===== config.mk =====
export PLATFORM = sky130hd
export DESIGN_NAME = display_timing_config_status
export DESIGN_NICKNAME = d
export VERILOG_FILES = /design/src/display_timing_pkg.sv /design/src/scan_status_sync.sv /design/src/display_timing_config_status.sv
export SDC_FILE = /design/constraint.sdc
export NUM_CORES = 1
export LEC_CHECK = 0
export ABC_CLOCK_PERIOD_IN_PS = 2150
export BUFFER_PORTS_ARGS = -buffer_cell sky130_fd_sc_hd__buf_4
export CAP_MARGIN = 25
export CORE_ASPECT_RATIO = 0.75
export CORE_MARGIN = 2
export CORE_UTILIZATION = 44
export CTS_CLUSTER_DIAMETER = 200
export DETAILED_ROUTE_END_ITERATION = 7
export GPL_TIMING_DRIVEN = 0
export PLACE_DENSITY = 0.76
export REMOVE_ABC_BUFFERS = 1
export SYNTH_ARGS = -nofsm -noshare
export SYNTH_HDL_FRONTEND = slang
export SYNTH_SLANG_ARGS = --single-unit

===== constraint.sdc =====
create_clock -name pclk -period 2.15 [get_ports pclk]
set_clock_uncertainty 0.1 [all_clocks]
set_input_delay 0.43 -clock pclk [delete_from_list [all_inputs] [get_ports pclk]]
set_output_delay 0.43 -clock pclk [all_outputs]
set_load 0.01 [all_outputs]

===== src/display_timing_pkg.sv =====
// Shared offsets, field positions, reset values and types of the display timing block.
package display_timing_pkg;

   // ==========================================================================
   // Register offsets (byte addresses on the APB side).
   // ==========================================================================
   localparam logic [15:0] GEN_CFG_OFF    = 16'h8304;
   localparam logic [15:0] TIMING_CFG_OFF = 16'h8308;
   localparam logic [15:0] IRQ_STATUS_OFF = 16'h8310;
   localparam logic [15:0] IRQ_MASK_OFF   = 16'h8314;

   // ==========================================================================
   // General configuration fields.
   // ==========================================================================
   localparam int FIFO_LOAD_BIT  = 0;
   localparam int CURSOR_EN_BIT  = 1;
   localparam logic [31:0] GEN_CFG_WMASK = 32'h0000_0003;

   // ==========================================================================
   // Timing configuration fields.
   // ==========================================================================
   localparam int VIRQ_PEND_BIT   = 31;
   localparam int VERT_INACT_BIT  = 30;
   localparam int LINE_INACT_BIT  = 29;
   localparam int MON_INPUT_BIT   = 27;
   localparam int PIX_DOUBLE_BIT  = 15;
   localparam int INTERLACE_BIT   = 14;
   localparam int PLANAR_BIT      = 13;
   localparam int CENTERING_BIT   = 12;
   localparam int VIRQ_EN_BIT     = 6;
   localparam logic [31:0] TIMING_CFG_WMASK = 32'h000F_FFFF;

   // ==========================================================================
   // Interrupt status and mask fields.
   // ==========================================================================
   localparam int IRQ_VSYNC_BIT   = 0;
   localparam int IRQ_MONITOR_BIT = 1;
   localparam logic [31:0] IRQ_WMASK = 32'h0000_0003;

   // ==========================================================================
   // Reset values.
   // ==========================================================================
   localparam logic [31:0] GEN_CFG_RST    = 32'h0000_0000;
   localparam logic [31:0] TIMING_CFG_RST = 32'h0000_0000;
   localparam logic [31:0] IRQ_STATUS_RST = 32'h0000_0000;
   localparam logic [31:0] IRQ_MASK_RST   = 32'h0000_0000;

   // ==========================================================================
   // Widths and types.
   // ==========================================================================
   localparam int PIXEL_W = 24;
   localparam int SCAN_W  = 5;

   // Scan status from the timing generator, all outside the pclk domain.
   typedef struct packed {
      logic vsync;
      logic vert_inactive;
      logic line_inactive;
      logic line_border;
      logic monitor_pin;
   } scan_in_t;

   // Horizontal doubling phase: first showing of a pixel or its repeat.
   typedef enum logic {
      PH_FIRST  = 1'b0,
      PH_REPEAT = 1'b1
   } pix_phase_t;

endpackage


===== src/scan_status_sync.sv =====
// Two-stage synchroniser for the scan status and monitor channel pin.
`timescale 1ns/1ns
`default_nettype none
module scan_status_sync
   import display_timing_pkg::*;
(
   // Clock and reset.
   input  wire logic     pclk,
   input  wire logic     presetn,
   // Asynchronous levels in, synchronised levels out.
   input  wire scan_in_t async_in,
   output scan_in_t      sync_out
);

   logic [SCAN_W-1:0] raw;
   logic [SCAN_W-1:0] meta_r;
   logic [SCAN_W-1:0] sync_r;

   assign raw      = async_in;
   assign sync_out = sync_r;

   // ==========================================================================
   // One pair of flops per bit; the first flop feeds only the second.
   // ==========================================================================
   for (genvar i = 0; i < SCAN_W; i++) begin : g_bit
      always_ff @(posedge pclk or negedge presetn) begin
         if (!presetn) begin
            meta_r[i] <= 1'b0;
            sync_r[i] <= 1'b0;
         end else begin
            meta_r[i] <= raw[i];
            sync_r[i] <= meta_r[i];
         end
      end
   end

endmodule
`default_nettype wire


===== src/display_timing_config_status.sv =====
// Display timing configuration and status block with APB register access.
//
// Contract
// RULE_01: Cursor enable set overlays the hardware cursor; clear shows no cursor.
// RULE_02: FIFO load enable clear stops all FIFO writes and reads; set refills it.
// RULE_03: Software powers down panel and blanks CRT before clearing FIFO load.
// RULE_04: Bit 31 reads one while a vertical interrupt is pending.
// RULE_05: Bit 30 reads zero in active vertical region, one otherwise.
// RULE_06: Bit 29 reads zero in active line region, one otherwise.
// RULE_07: Bit 27 returns the sampled monitor channel input pin level.
// RULE_08: Software writes zero to reserved bit 28 and field 26:20.
// RULE_09: Pixel doubling shows each fetched pixel twice horizontally.
// RULE_10: With doubling, software keeps normal timing and halves stored pixels.
// RULE_11: Interlace bit selects interlaced scanning when set.
// RULE_12: Software powers down the panel before enabling interlace.
// RULE_13: Software sets planar mode for every planar display mode.
// RULE_14: Centering set drives panel display enable over border and active.
// RULE_15: Centering clear drives panel display enable only over active.
// RULE_16: Timing register at 8308h, low twenty bits zero after reset.
// RULE_17: Interrupt enable raises pending at vsync; clearing it clears pending.
// RULE_18: Status bits and monitor input are synchronised before being read.
`timescale 1ns/1ns
`default_nettype none
module display_timing_config_status
   import display_timing_pkg::*;
(
   // Clock and reset.
   input  wire logic               pclk,
   input  wire logic               presetn,
   // APB slave.
   input  wire logic               psel,
   input  wire logic               penable,
   input  wire logic               pwrite,
   input  wire logic [15:0]        paddr,
   input  wire logic [31:0]        pwdata,
   input  wire logic [3:0]         pstrb,
   output logic      [31:0]        prdata,
   output logic                    pready,
   output logic                    pslverr,
   // Scan status from the timing generator.
   input  wire scan_in_t           scan_in,
   // Display FIFO.
   input  wire logic               fifo_level_low,
   input  wire logic [PIXEL_W-1:0] fifo_data,
   output logic                    fifo_fill_req,
   output logic                    fifo_rd_en,
   // Hardware cursor source.
   input  wire logic               cursor_hit,
   input  wire logic [PIXEL_W-1:0] cursor_color,
   // Display side.
   output logic      [PIXEL_W-1:0] pixel_out,
   output logic                    panel_display_enable,
   output logic                    interlace_enable,
   output logic                    planar_mode_select,
   // Interrupt.
   output logic                    irq
);

   // ==========================================================================
   // Declarations.
   // ==========================================================================
   scan_in_t           scan_s;
   logic [31:0]        gen_cfg_r;
   logic [31:0]        timing_cfg_r;
   logic [31:0]        irq_status_r;
   logic [31:0]        irq_mask_r;
   logic [31:0]        irq_status_nxt;
   logic [31:0]        prdata_r;
   logic [31:0]        rd_nxt;
   logic [31:0]        byte_mask;
   logic [31:0]        irq_events;
   logic               hit;
   logic               wr_acc;
   logic               rd_setup;
   logic               vsync_d_r;
   logic               monitor_d_r;
   logic               vsync_rise;
   logic               vert_irq_pending_r;
   logic               hw_cursor_enable;
   logic               display_fifo_load_enable;
   logic               horizontal_pixel_doubling;
   logic               panel_centering_enable;
   logic               vertical_irq_enable;
   logic               line_active;
   pix_phase_t         phase_r;
   logic [PIXEL_W-1:0] fetched_r;
   logic [PIXEL_W-1:0] pixel_src;
   logic [PIXEL_W-1:0] pixel_r;
   logic               panel_de_r;

   // ==========================================================================
   // Synchronisers for every scan status level from the timing generator; FIFO and cursor inputs are used unsynchronised.
   // ==========================================================================
   scan_status_sync u_sync (
      .pclk     (pclk),
      .presetn  (presetn),
      .async_in (scan_in),
      .sync_out (scan_s)
   );

   // Field views of the configuration registers.
   assign hw_cursor_enable          = gen_cfg_r[CURSOR_EN_BIT];
   assign display_fifo_load_enable  = gen_cfg_r[FIFO_LOAD_BIT];
   assign horizontal_pixel_doubling = timing_cfg_r[PIX_DOUBLE_BIT];
   assign panel_centering_enable    = timing_cfg_r[CENTERING_BIT];
   assign vertical_irq_enable       = timing_cfg_r[VIRQ_EN_BIT];
   assign interlace_enable          = timing_cfg_r[INTERLACE_BIT]; // RULE_11
   assign planar_mode_select        = timing_cfg_r[PLANAR_BIT];
   assign line_active               = !scan_s.line_inactive && !scan_s.vert_inactive;

   // ==========================================================================
   // APB decode. Zero wait states; unmapped addresses answer with pslverr.
   // ==========================================================================
   assign hit = (paddr == GEN_CFG_OFF) || (paddr == TIMING_CFG_OFF) ||
                (paddr == IRQ_STATUS_OFF) || (paddr == IRQ_MASK_OFF);
   assign wr_acc    = psel && penable && pwrite && hit;
   assign rd_setup  = psel && !penable && !pwrite;
   assign pready    = 1'b1;
   assign pslverr   = psel && penable && !hit;
   assign prdata    = prdata_r;
   assign byte_mask = {{8{pstrb[3]}}, {8{pstrb[2]}}, {8{pstrb[1]}}, {8{pstrb[0]}}};

   // Read mux; status bits come only from synchronised copies.
   always_comb begin
      rd_nxt = 32'h0000_0000;
      unique case (paddr)
         GEN_CFG_OFF: begin
            rd_nxt = gen_cfg_r;
         end
         TIMING_CFG_OFF: begin
            rd_nxt                 = timing_cfg_r;                // RULE_16
            rd_nxt[VIRQ_PEND_BIT]  = vert_irq_pending_r;          // RULE_04
            rd_nxt[VERT_INACT_BIT] = scan_s.vert_inactive;        // RULE_05
            rd_nxt[LINE_INACT_BIT] = scan_s.line_inactive;        // RULE_06
            rd_nxt[MON_INPUT_BIT]  = scan_s.monitor_pin;          // RULE_07
         end
         IRQ_STATUS_OFF: begin
            rd_nxt = irq_status_r;
         end
         IRQ_MASK_OFF: begin
            rd_nxt = irq_mask_r;
         end
         default: begin
            rd_nxt = 32'h0000_0000;
         end
      endcase
   end

   // Read data is captured in the setup cycle so it stands as a flop in access.
   always_ff @(posedge pclk or negedge presetn) begin
      if (!presetn) begin
         prdata_r <= 32'h0000_0000;
      end else if (rd_setup) begin
         prdata_r <= rd_nxt; // RULE_18
      end
   end

   // ==========================================================================
   // Configuration registers. Reserved and read-only bits drop writes.
   // ==========================================================================
   always_ff @(posedge pclk or negedge presetn) begin
      if (!presetn) begin
         gen_cfg_r <= GEN_CFG_RST;
      end else if (wr_acc && paddr == GEN_CFG_OFF) begin
         gen_cfg_r <= (gen_cfg_r & ~(byte_mask & GEN_CFG_WMASK)) |
                      (pwdata & byte_mask & GEN_CFG_WMASK);
      end
   end

   // The upper field holds no storage, so stray writes there cannot stick.
   always_ff @(posedge pclk or negedge presetn) begin
      if (!presetn) begin
         timing_cfg_r <= TIMING_CFG_RST; // RULE_16
      end else if (wr_acc && paddr == TIMING_CFG_OFF) begin
         timing_cfg_r <= (timing_cfg_r & ~(byte_mask & TIMING_CFG_WMASK)) |
                         (pwdata & byte_mask & TIMING_CFG_WMASK); // RULE_08
      end
   end

   always_ff @(posedge pclk or negedge presetn) begin
      if (!presetn) begin
         irq_mask_r <= IRQ_MASK_RST;
      end else if (wr_acc && paddr == IRQ_MASK_OFF) begin
         irq_mask_r <= (irq_mask_r & ~(byte_mask & IRQ_WMASK)) |
                       (pwdata & byte_mask & IRQ_WMASK);
      end
   end

   // ==========================================================================
   // Vertical interrupt pending, set at the vsync edge, cleared by the enable.
   // ==========================================================================
   assign vsync_rise = scan_s.vsync && !vsync_d_r;

   always_ff @(posedge pclk or negedge presetn) begin
      if (!presetn) begin
         vsync_d_r   <= 1'b0;
         monitor_d_r <= 1'b0;
      end else begin
         vsync_d_r   <= scan_s.vsync;
         monitor_d_r <= scan_s.monitor_pin;
      end
   end

   always_ff @(posedge pclk or negedge presetn) begin
      if (!presetn) begin
         vert_irq_pending_r <= 1'b0;
      end else if (!vertical_irq_enable) begin
         vert_irq_pending_r <= 1'b0; // RULE_17
      end else if (vsync_rise) begin
         vert_irq_pending_r <= 1'b1; // RULE_17
      end
   end

   // ==========================================================================
   // Sticky interrupt status, write one to clear; a new event beats the clear.
   // ==========================================================================
   always_comb begin
      irq_events                  = 32'h0000_0000;
      irq_events[IRQ_VSYNC_BIT]   = vsync_rise;
      irq_events[IRQ_MONITOR_BIT] = scan_s.monitor_pin ^ monitor_d_r;
      irq_status_nxt              = irq_status_r;
      if (wr_acc && paddr == IRQ_STATUS_OFF) begin
         irq_status_nxt = irq_status_r & ~(pwdata & byte_mask);
      end
      irq_status_nxt = (irq_status_nxt | irq_events) & IRQ_WMASK;
   end

   always_ff @(posedge pclk or negedge presetn) begin
      if (!presetn) begin
         irq_status_r <= IRQ_STATUS_RST;
      end else begin
         irq_status_r <= irq_status_nxt;
      end
   end

   assign irq = |(irq_status_r & irq_mask_r);

   // ==========================================================================
   // FIFO control. With loading off nothing touches the FIFO at all.
   // ==========================================================================
   assign fifo_fill_req = display_fifo_load_enable && fifo_level_low; // RULE_02
   assign fifo_rd_en    = display_fifo_load_enable && line_active &&
                          (!horizontal_pixel_doubling || phase_r == PH_FIRST); // RULE_02 RULE_09

   // Doubling phase restarts on every line so the first pixel is never halved.
   always_ff @(posedge pclk or negedge presetn) begin
      if (!presetn) begin
         phase_r <= PH_FIRST;
      end else if (!line_active || !horizontal_pixel_doubling) begin
         phase_r <= PH_FIRST;
      end else begin
         phase_r <= (phase_r == PH_FIRST) ? PH_REPEAT : PH_FIRST; // RULE_09
      end
   end

   always_ff @(posedge pclk or negedge presetn) begin
      if (!presetn) begin
         fetched_r <= '0;
      end else if (fifo_rd_en) begin
         fetched_r <= fifo_data;
      end
   end

   // A repeat cycle shows the held pixel a second time.
   assign pixel_src = fifo_rd_en ? fifo_data : fetched_r; // RULE_09

   // ==========================================================================
   // Pixel output with cursor overlay; black outside the active area.
   // ==========================================================================
   always_ff @(posedge pclk or negedge presetn) begin
      if (!presetn) begin
         pixel_r <= '0;
      end else if (!line_active) begin
         pixel_r <= '0;
      end else if (hw_cursor_enable && cursor_hit) begin
         pixel_r <= cursor_color; // RULE_01
      end else begin
         pixel_r <= pixel_src; // RULE_01
      end
   end

   assign pixel_out = pixel_r;

   // Panel enable widens over the border only when centering is on.
   always_ff @(posedge pclk or negedge presetn) begin
      if (!presetn) begin
         panel_de_r <= 1'b0;
      end else begin
         panel_de_r <= !scan_s.vert_inactive &&
                       (!scan_s.line_inactive ||
                        (panel_centering_enable && scan_s.line_border)); // RULE_14 RULE_15
      end
   end

   assign panel_display_enable = panel_de_r;

   // ==========================================================================
   // Assertions.
   // ==========================================================================
   cursor_overlay_a: assert property (@(posedge pclk) disable iff (!presetn) // RULE_01
      hw_cursor_enable && cursor_hit && line_active |=> pixel_out == $past(cursor_color))
      else $error("cursor colour not shown while enabled");

   cursor_off_a: assert property (@(posedge pclk) disable iff (!presetn) // RULE_01
      !hw_cursor_enable && line_active |=> pixel_out == $past(pixel_src))
      else $error("cursor shown while disabled");

   fifo_quiet_a: assert property (@(posedge pclk) disable iff (!presetn) // RULE_02
      !gen_cfg_r[FIFO_LOAD_BIT] |-> !fifo_rd_en && !fifo_fill_req)
      else $error("fifo accessed with loading disabled");

   pending_read_a: assert property (@(posedge pclk) disable iff (!presetn) // RULE_04
      psel && penable && !pwrite && paddr == TIMING_CFG_OFF |->
      prdata[VIRQ_PEND_BIT] == $past(vert_irq_pending_r))
      else $error("pending bit read wrong");

   vert_status_a: assert property (@(posedge pclk) disable iff (!presetn) // RULE_05
      psel && penable && !pwrite && paddr == TIMING_CFG_OFF |->
      prdata[VERT_INACT_BIT] == $past(scan_s.vert_inactive))
      else $error("vertical inactive bit read wrong");

   line_status_a: assert property (@(posedge pclk) disable iff (!presetn) // RULE_06
      psel && penable && !pwrite && paddr == TIMING_CFG_OFF |->
      prdata[LINE_INACT_BIT] == $past(scan_s.line_inactive))
      else $error("line inactive bit read wrong");

   monitor_read_a: assert property (@(posedge pclk) disable iff (!presetn) // RULE_07
      psel && penable && !pwrite && paddr == TIMING_CFG_OFF |->
      prdata[MON_INPUT_BIT] == $past(scan_s.monitor_pin) && prdata[28] == 1'b0)
      else $error("monitor input bit read wrong");

   double_read_a: assert property (@(posedge pclk) disable iff (!presetn) // RULE_09
      fifo_rd_en && horizontal_pixel_doubling && line_active ##1
      line_active && $stable(timing_cfg_r) |-> !fifo_rd_en)
      else $error("doubled pixel fetched twice in a row");

   centering_on_a: assert property (@(posedge pclk) disable iff (!presetn) // RULE_14
      panel_centering_enable && scan_s.line_border && !scan_s.vert_inactive |=> panel_display_enable)
      else $error("panel enable low over border with centering");

   centering_off_a: assert property (@(posedge pclk) disable iff (!presetn) // RULE_15
      !panel_centering_enable && scan_s.line_inactive |=> !panel_display_enable)
      else $error("panel enable high outside active area");

   timing_reset_a: assert property (@(posedge pclk) // RULE_16
      $rose(presetn) |-> timing_cfg_r[19:0] == 20'h00000)
      else $error("timing register low bits not zero after reset");

   vertical_irq_pending_set_a: assert property (@(posedge pclk) disable iff (!presetn) // RULE_17
      vertical_irq_enable && vsync_rise ##1 vertical_irq_enable |-> vert_irq_pending_r)
      else $error("pending not raised at vsync");

   vertical_irq_pending_clear_a: assert property (@(posedge pclk) disable iff (!presetn) // RULE_17
      !vertical_irq_enable |=> !vert_irq_pending_r)
      else $error("pending not cleared by disable");

   status_sticky_a: assert property (@(posedge pclk) disable iff (!presetn)
      vsync_rise |=> irq_status_r[IRQ_VSYNC_BIT])
      else $error("vsync event lost");

   cover_doubling_c: cover property (@(posedge pclk) disable iff (!presetn)
      horizontal_pixel_doubling && fifo_rd_en ##1 !fifo_rd_en && line_active);
   cover_pending_c: cover property (@(posedge pclk) disable iff (!presetn)
      $rose(vert_irq_pending_r));
   cover_centering_c: cover property (@(posedge pclk) disable iff (!presetn)
      panel_display_enable && scan_s.line_inactive);
   cover_irq_c: cover property (@(posedge pclk) disable iff (!presetn) $rose(irq));

endmodule
`default_nettype wire


Word-level counts from Yosys, hierarchy flattened:

Index checks and enable logic that the tools add are counted.

* $add $sub $neg: 0
* multipliers: 0
* div/mod/pow operators: 0
* magnitude comparators: 0
* eq/ne operators: 5
* shifts and indexed selects: 0
* multiplexer cells: 9
* bitwise logic cells: 15
* reductions and logical operators: 33

Operators by type and width (number)
* 32-bit one-hot mux with 4 select lines: 1
* 32-bit AND: 3
* 24-bit two-way mux: 3
* 16-bit equality test, second input constant: 4
* 32-bit by 2-bit OR with 32-bit output: 2
* 2-bit by 32-bit AND with 32-bit output: 1
* 2-bit NOT with 32-bit output: 1
* 20-bit NOT with 32-bit output: 1
* 32-bit by 20-bit OR with 32-bit output: 1
* 32-bit OR reduction: 1
* 20-bit AND: 1
* 1-bit logical AND: 18
* 1-bit logical NOT: 8
* 1-bit logical OR: 6
* 1-bit two-way mux: 4
* 2-bit AND: 1
* 2-bit two-way mux: 1
* 2-bit by 1-bit != test with 1-bit output, second input constant: 1
* 2-bit NOT: 1
* 2-bit OR: 1
* 1-bit NOT: 1
* 1-bit XOR: 1

* register bits after elaboration: 193
* bits in latches: 0
* RAM bits: 0
* bits in read-only memories: 0
* bits of input ports: 112
* output and inout port bits: 64
* memories kept: 0

Logic depth before layout (Yosys ltp):

* word-level depth: 8
* gate-level depth with buffers: 6
* mapped depth without buffers: 5

Hierarchy:

A second synthesis with hierarchy kept.

* cell total of the unflattened synthesis: 381
* area, all modules: 4483.0 um2

Modules (own cells, without submodules)
* display_timing_config_status: times used 1, cells an instance 371, area an instance 4232.8 um2, sequential area each 2577.5 um2
* scan_status_sync: times used 1, cells an instance 10, area an instance 250.2 um2, sequential area each 250.2 um2

Least setup slack after synthesis:

Ideal clock, no wire load.

* path kind: input port to output port
* start point: input paddr[7]
* end point: output pslverr
* arrival time: 1.763 ns
* required time: 1.620 ns
* path slack: -0.143 ns
* stages: 4
* buffers on the path: 0
* path through: or4b_2 > nor4_1 > nor2_1 > nor4b_1

* word-level cells in the longest chain between the ends: 6

Ends and longest elaborated chain
* start: declaration: line display_timing_config_status.sv:34 `input wire logic [15:0] paddr,`
* 16-bit equality test: line display_timing_config_status.sv:114 `assign hit = (paddr == GEN_CFG_OFF) || (paddr == TIMING_CFG_OFF) ||`
* 1-bit logical OR (2 in series): line display_timing_config_status.sv:114
* 1-bit logical OR *: line display_timing_config_status.sv:115 `(paddr == IRQ_STATUS_OFF) || (paddr == IRQ_MASK_OFF);`
* 1-bit logical NOT *: line display_timing_config_status.sv:119 `assign pslverr = psel && penable && !hit;`
* 1-bit logical AND *: line display_timing_config_status.sv:119
* end: declaration: line display_timing_config_status.sv:39 `output logic pslverr,`

Every way passes the cells marked *; elsewhere a longest branch is shown, timed or not.

Final worst setup path:

* start point: input paddr[13]
* end point: output pslverr

The elaborated chain is that of the path after synthesis.

==> run summary <==
Status - finished, violations left
Failing checks - negative setup slack
1st-iter DRT viols - 138
Post-synth top area cell - dfrtp_1
DRT Pass-1 Iters - 4
Rel. slew slack - 42.54%
CP bufs+invs - 2
Worst path slowest cell - or4b_4
YS warnings - 0
Slew at the pin closest to its max-slew limit - 0.8619 ns
Ant. Diodes - 0
Pwr Density - 830.2 nW/um^2
CP max stage delay - 0.62 ns
FP Rows - 31
Worst setup EP type - output port
Gpl congestion - 0.7872
Post-synthesis cell type count - 38
Final setup violation count - 17
Worst Setup Slack, final - -0.2570 ns
Total GRT Usage - 20.89%
Crit-path leading delay family - simple AND/OR/NAND/NOR gates
Data arrival, critical path - 1.88 ns
Element type at the critical path start - input pin
Crit path kind - in2out
Finished Core Util - 69.06%
Largest cells by area after synthesis - dfrtp_1, mux2_2, nand2_1
Final WL - 11,330 um
Area delta synth->final - 50.57%
Final min period - 2.407 ns
Pleak - 3.336 nW
Overflow after GRT - 0
DRC errors left - 0
Slew Limit Fails - 0
Max Cap Viol - 0
Synth top area share - 63.08%
Nets - 667
Horizontal die dimension - 120.6 um
Syn Inst Count - 381
CTS tree - built
Worst path cell trace - buf_6 > or4b_4 > nor4_4 > nor2_1 > nor4b_4 > buf_4
Share of the clock period used by the worst path - 112.0%
Synthesized area per cell - 11.77 um^2
Clock Tree Root - clkbuf_16
Clock sink total - 113
Final Hold Fails - 0
Ports - 176
Hold buffer count at cts - 0
Critical path data required time - 1.62 ns
Cell Area, Synth - 4483 um^2
Worst skew pair latency - 0.40 ns
Wire per inst - 16.19 um
ANT nets after route - 0
Largest net degree at the start of global routing - 61
Vias per cell - 5.040
Sequential element share of the synthesized area - 63.08%
Peak Freq - 415.5 MHz
Clock transition at the registers of the reported paths - 0.05 ns
Antenna violations before repair - 0
R2R Setup Slk - 0.21 ns
Final setup TNS - -0.9328 ns
Port bufs - 153
DP HPWL - 7474 um
First-pass GRT wire length - 17,850 um
Synthesized flop and latch total - 113
Crit path max fanout - 5
Tightest Hold Check Type - in2async
Layout cells sized above 1 - 48.94%
H-tree Lvls - 4
Initial Util - 45.87%
Die footprint - 11,020 um^2
Clock buffer depth - 2
Die Y - 91.42 um
CORE AREA - 9774 um^2
RSZ-0062 raised after global routing - yes
TritonCTS buffer count - 17
Max VDD drop - 0.0007259 V
Vias in the first global route - 3,582
Vias - 3,528
## cell type report
cell class                      instances  area [um^2]
Clock buffer                           21        470.5
Clock inverter                         11        182.7
Fill cell                             745         3024
Inverter                                1        3.754
Multi-Input combinational cell        244         1682
Sequential cell                       113         2830
Tap cell                              132        165.2
Timing Repair Buffer                  178         1416
## cells in the mapped netlist, drive strengths merged
master	number
or4b	3
nor4	5
and3	1
nor2	1
o21ai	24
conb	2
nor4b	1
a221oi	2
nor3	1
or4	2
mux2	48
nand3	26
nand4bb	1
nor2b	3
and2b	2
inv	1
xor2	1
a21o	2
a21oi	25
o21a	1
clkbuf	17
dfrtp	113
a22o	3
a211oi	1
or3b	1
or2	1
nand2	78
buf	13
and2	1
nor3b	1
## layer usage
layer | wire [um] | track usage (%)
met5 | 0 | 0
met3 | 598 | 6.030
met1 | 4769 | 26.24
met2 | 5782 | 34.37
met4 | 184 | 7.752
## cell families (layout without fill, tap and decap cells)
logic type             Yosys count  after routing  share of synthesized area, %
AND/OR/NAND/NOR                128            128                         13.98
other                            2              9                        0.1675
XOR/XNOR                         1              1                        0.1954
AO/OA/AOI/OAI                   58             58                         7.117
buffers and inverters           31            211                         3.405
multiplexers                    48             48                         12.06
flip-flops                     113            113                         63.08
## through the flow
step	std cells	power (mW)	hold slack [ns]	worst slack [ns]	instance area, um^2
global placement	643	2.544	0.2321	-1.192	5674
global route	700	5.807	0.01936	-0.3042	6750
detailed placement	646	2.564	0.2385	-0.8372	5749
finish	700	5.604	0.003272	-0.2570	6750
CTS	686	5.656	0.02353	-0.2911	6606
floorplan	358	2.315	0.03441	-0.3418	4360
## path summary, 6_finish.rpt
path | end | cells after the start | start
setup / recovery | pslverr | 6 | paddr[13]
hold / removal | pixel_out[19] | 1 | presetn
setup reg to reg | pixel_out[4] | 8 | flip-flop
hold reg to reg | u_sync.sync_out[0] | 0 | u_sync.meta_r[0]
max in group asynchronous | async pin | 2 | presetn
min in group pclk | u_sync.meta_r[2] | 1 | scan_in[2]
## placed cells by master, fill, tap and decap left out, types with 8 or more instances in the layout
cell type  netlist  layout
dfrtp_1        113     111
mux2_4           0       9
a21oi_1         25      25
conb_1           2       9
buf_6            0       8
nand2_1         78      76
buf_4            9     167
o21ai_0         21      21
mux2_2          40      39
nand3_1         25      24
clkbuf_16        0      18
## power breakdown
group          internal, mW  switching, mW
clock                  2.14          0.927
sequential             2.18         0.0176
combinational         0.181          0.159
total                  4.50           1.10
## worst reg2reg max path: stages (launching register included)
cell	delay, ns
dfrtp_2	0.43
a211oi_2	0.26
nand2_2	0.12
clkbuf_16	0.18
buf_4	0.13
buf_4	0.15
mux2_2	0.28
nand2_1	0.07
a21oi_1	0.08
## what timing repair did
item,4_1_cts,5_1_grt
gates resized for setup,27,11
buffers inserted,8,13
endpoints found under the setup margin,39,46
pin swaps,7,8
cloned,0,1
Power figures use the tool's default switching activity.
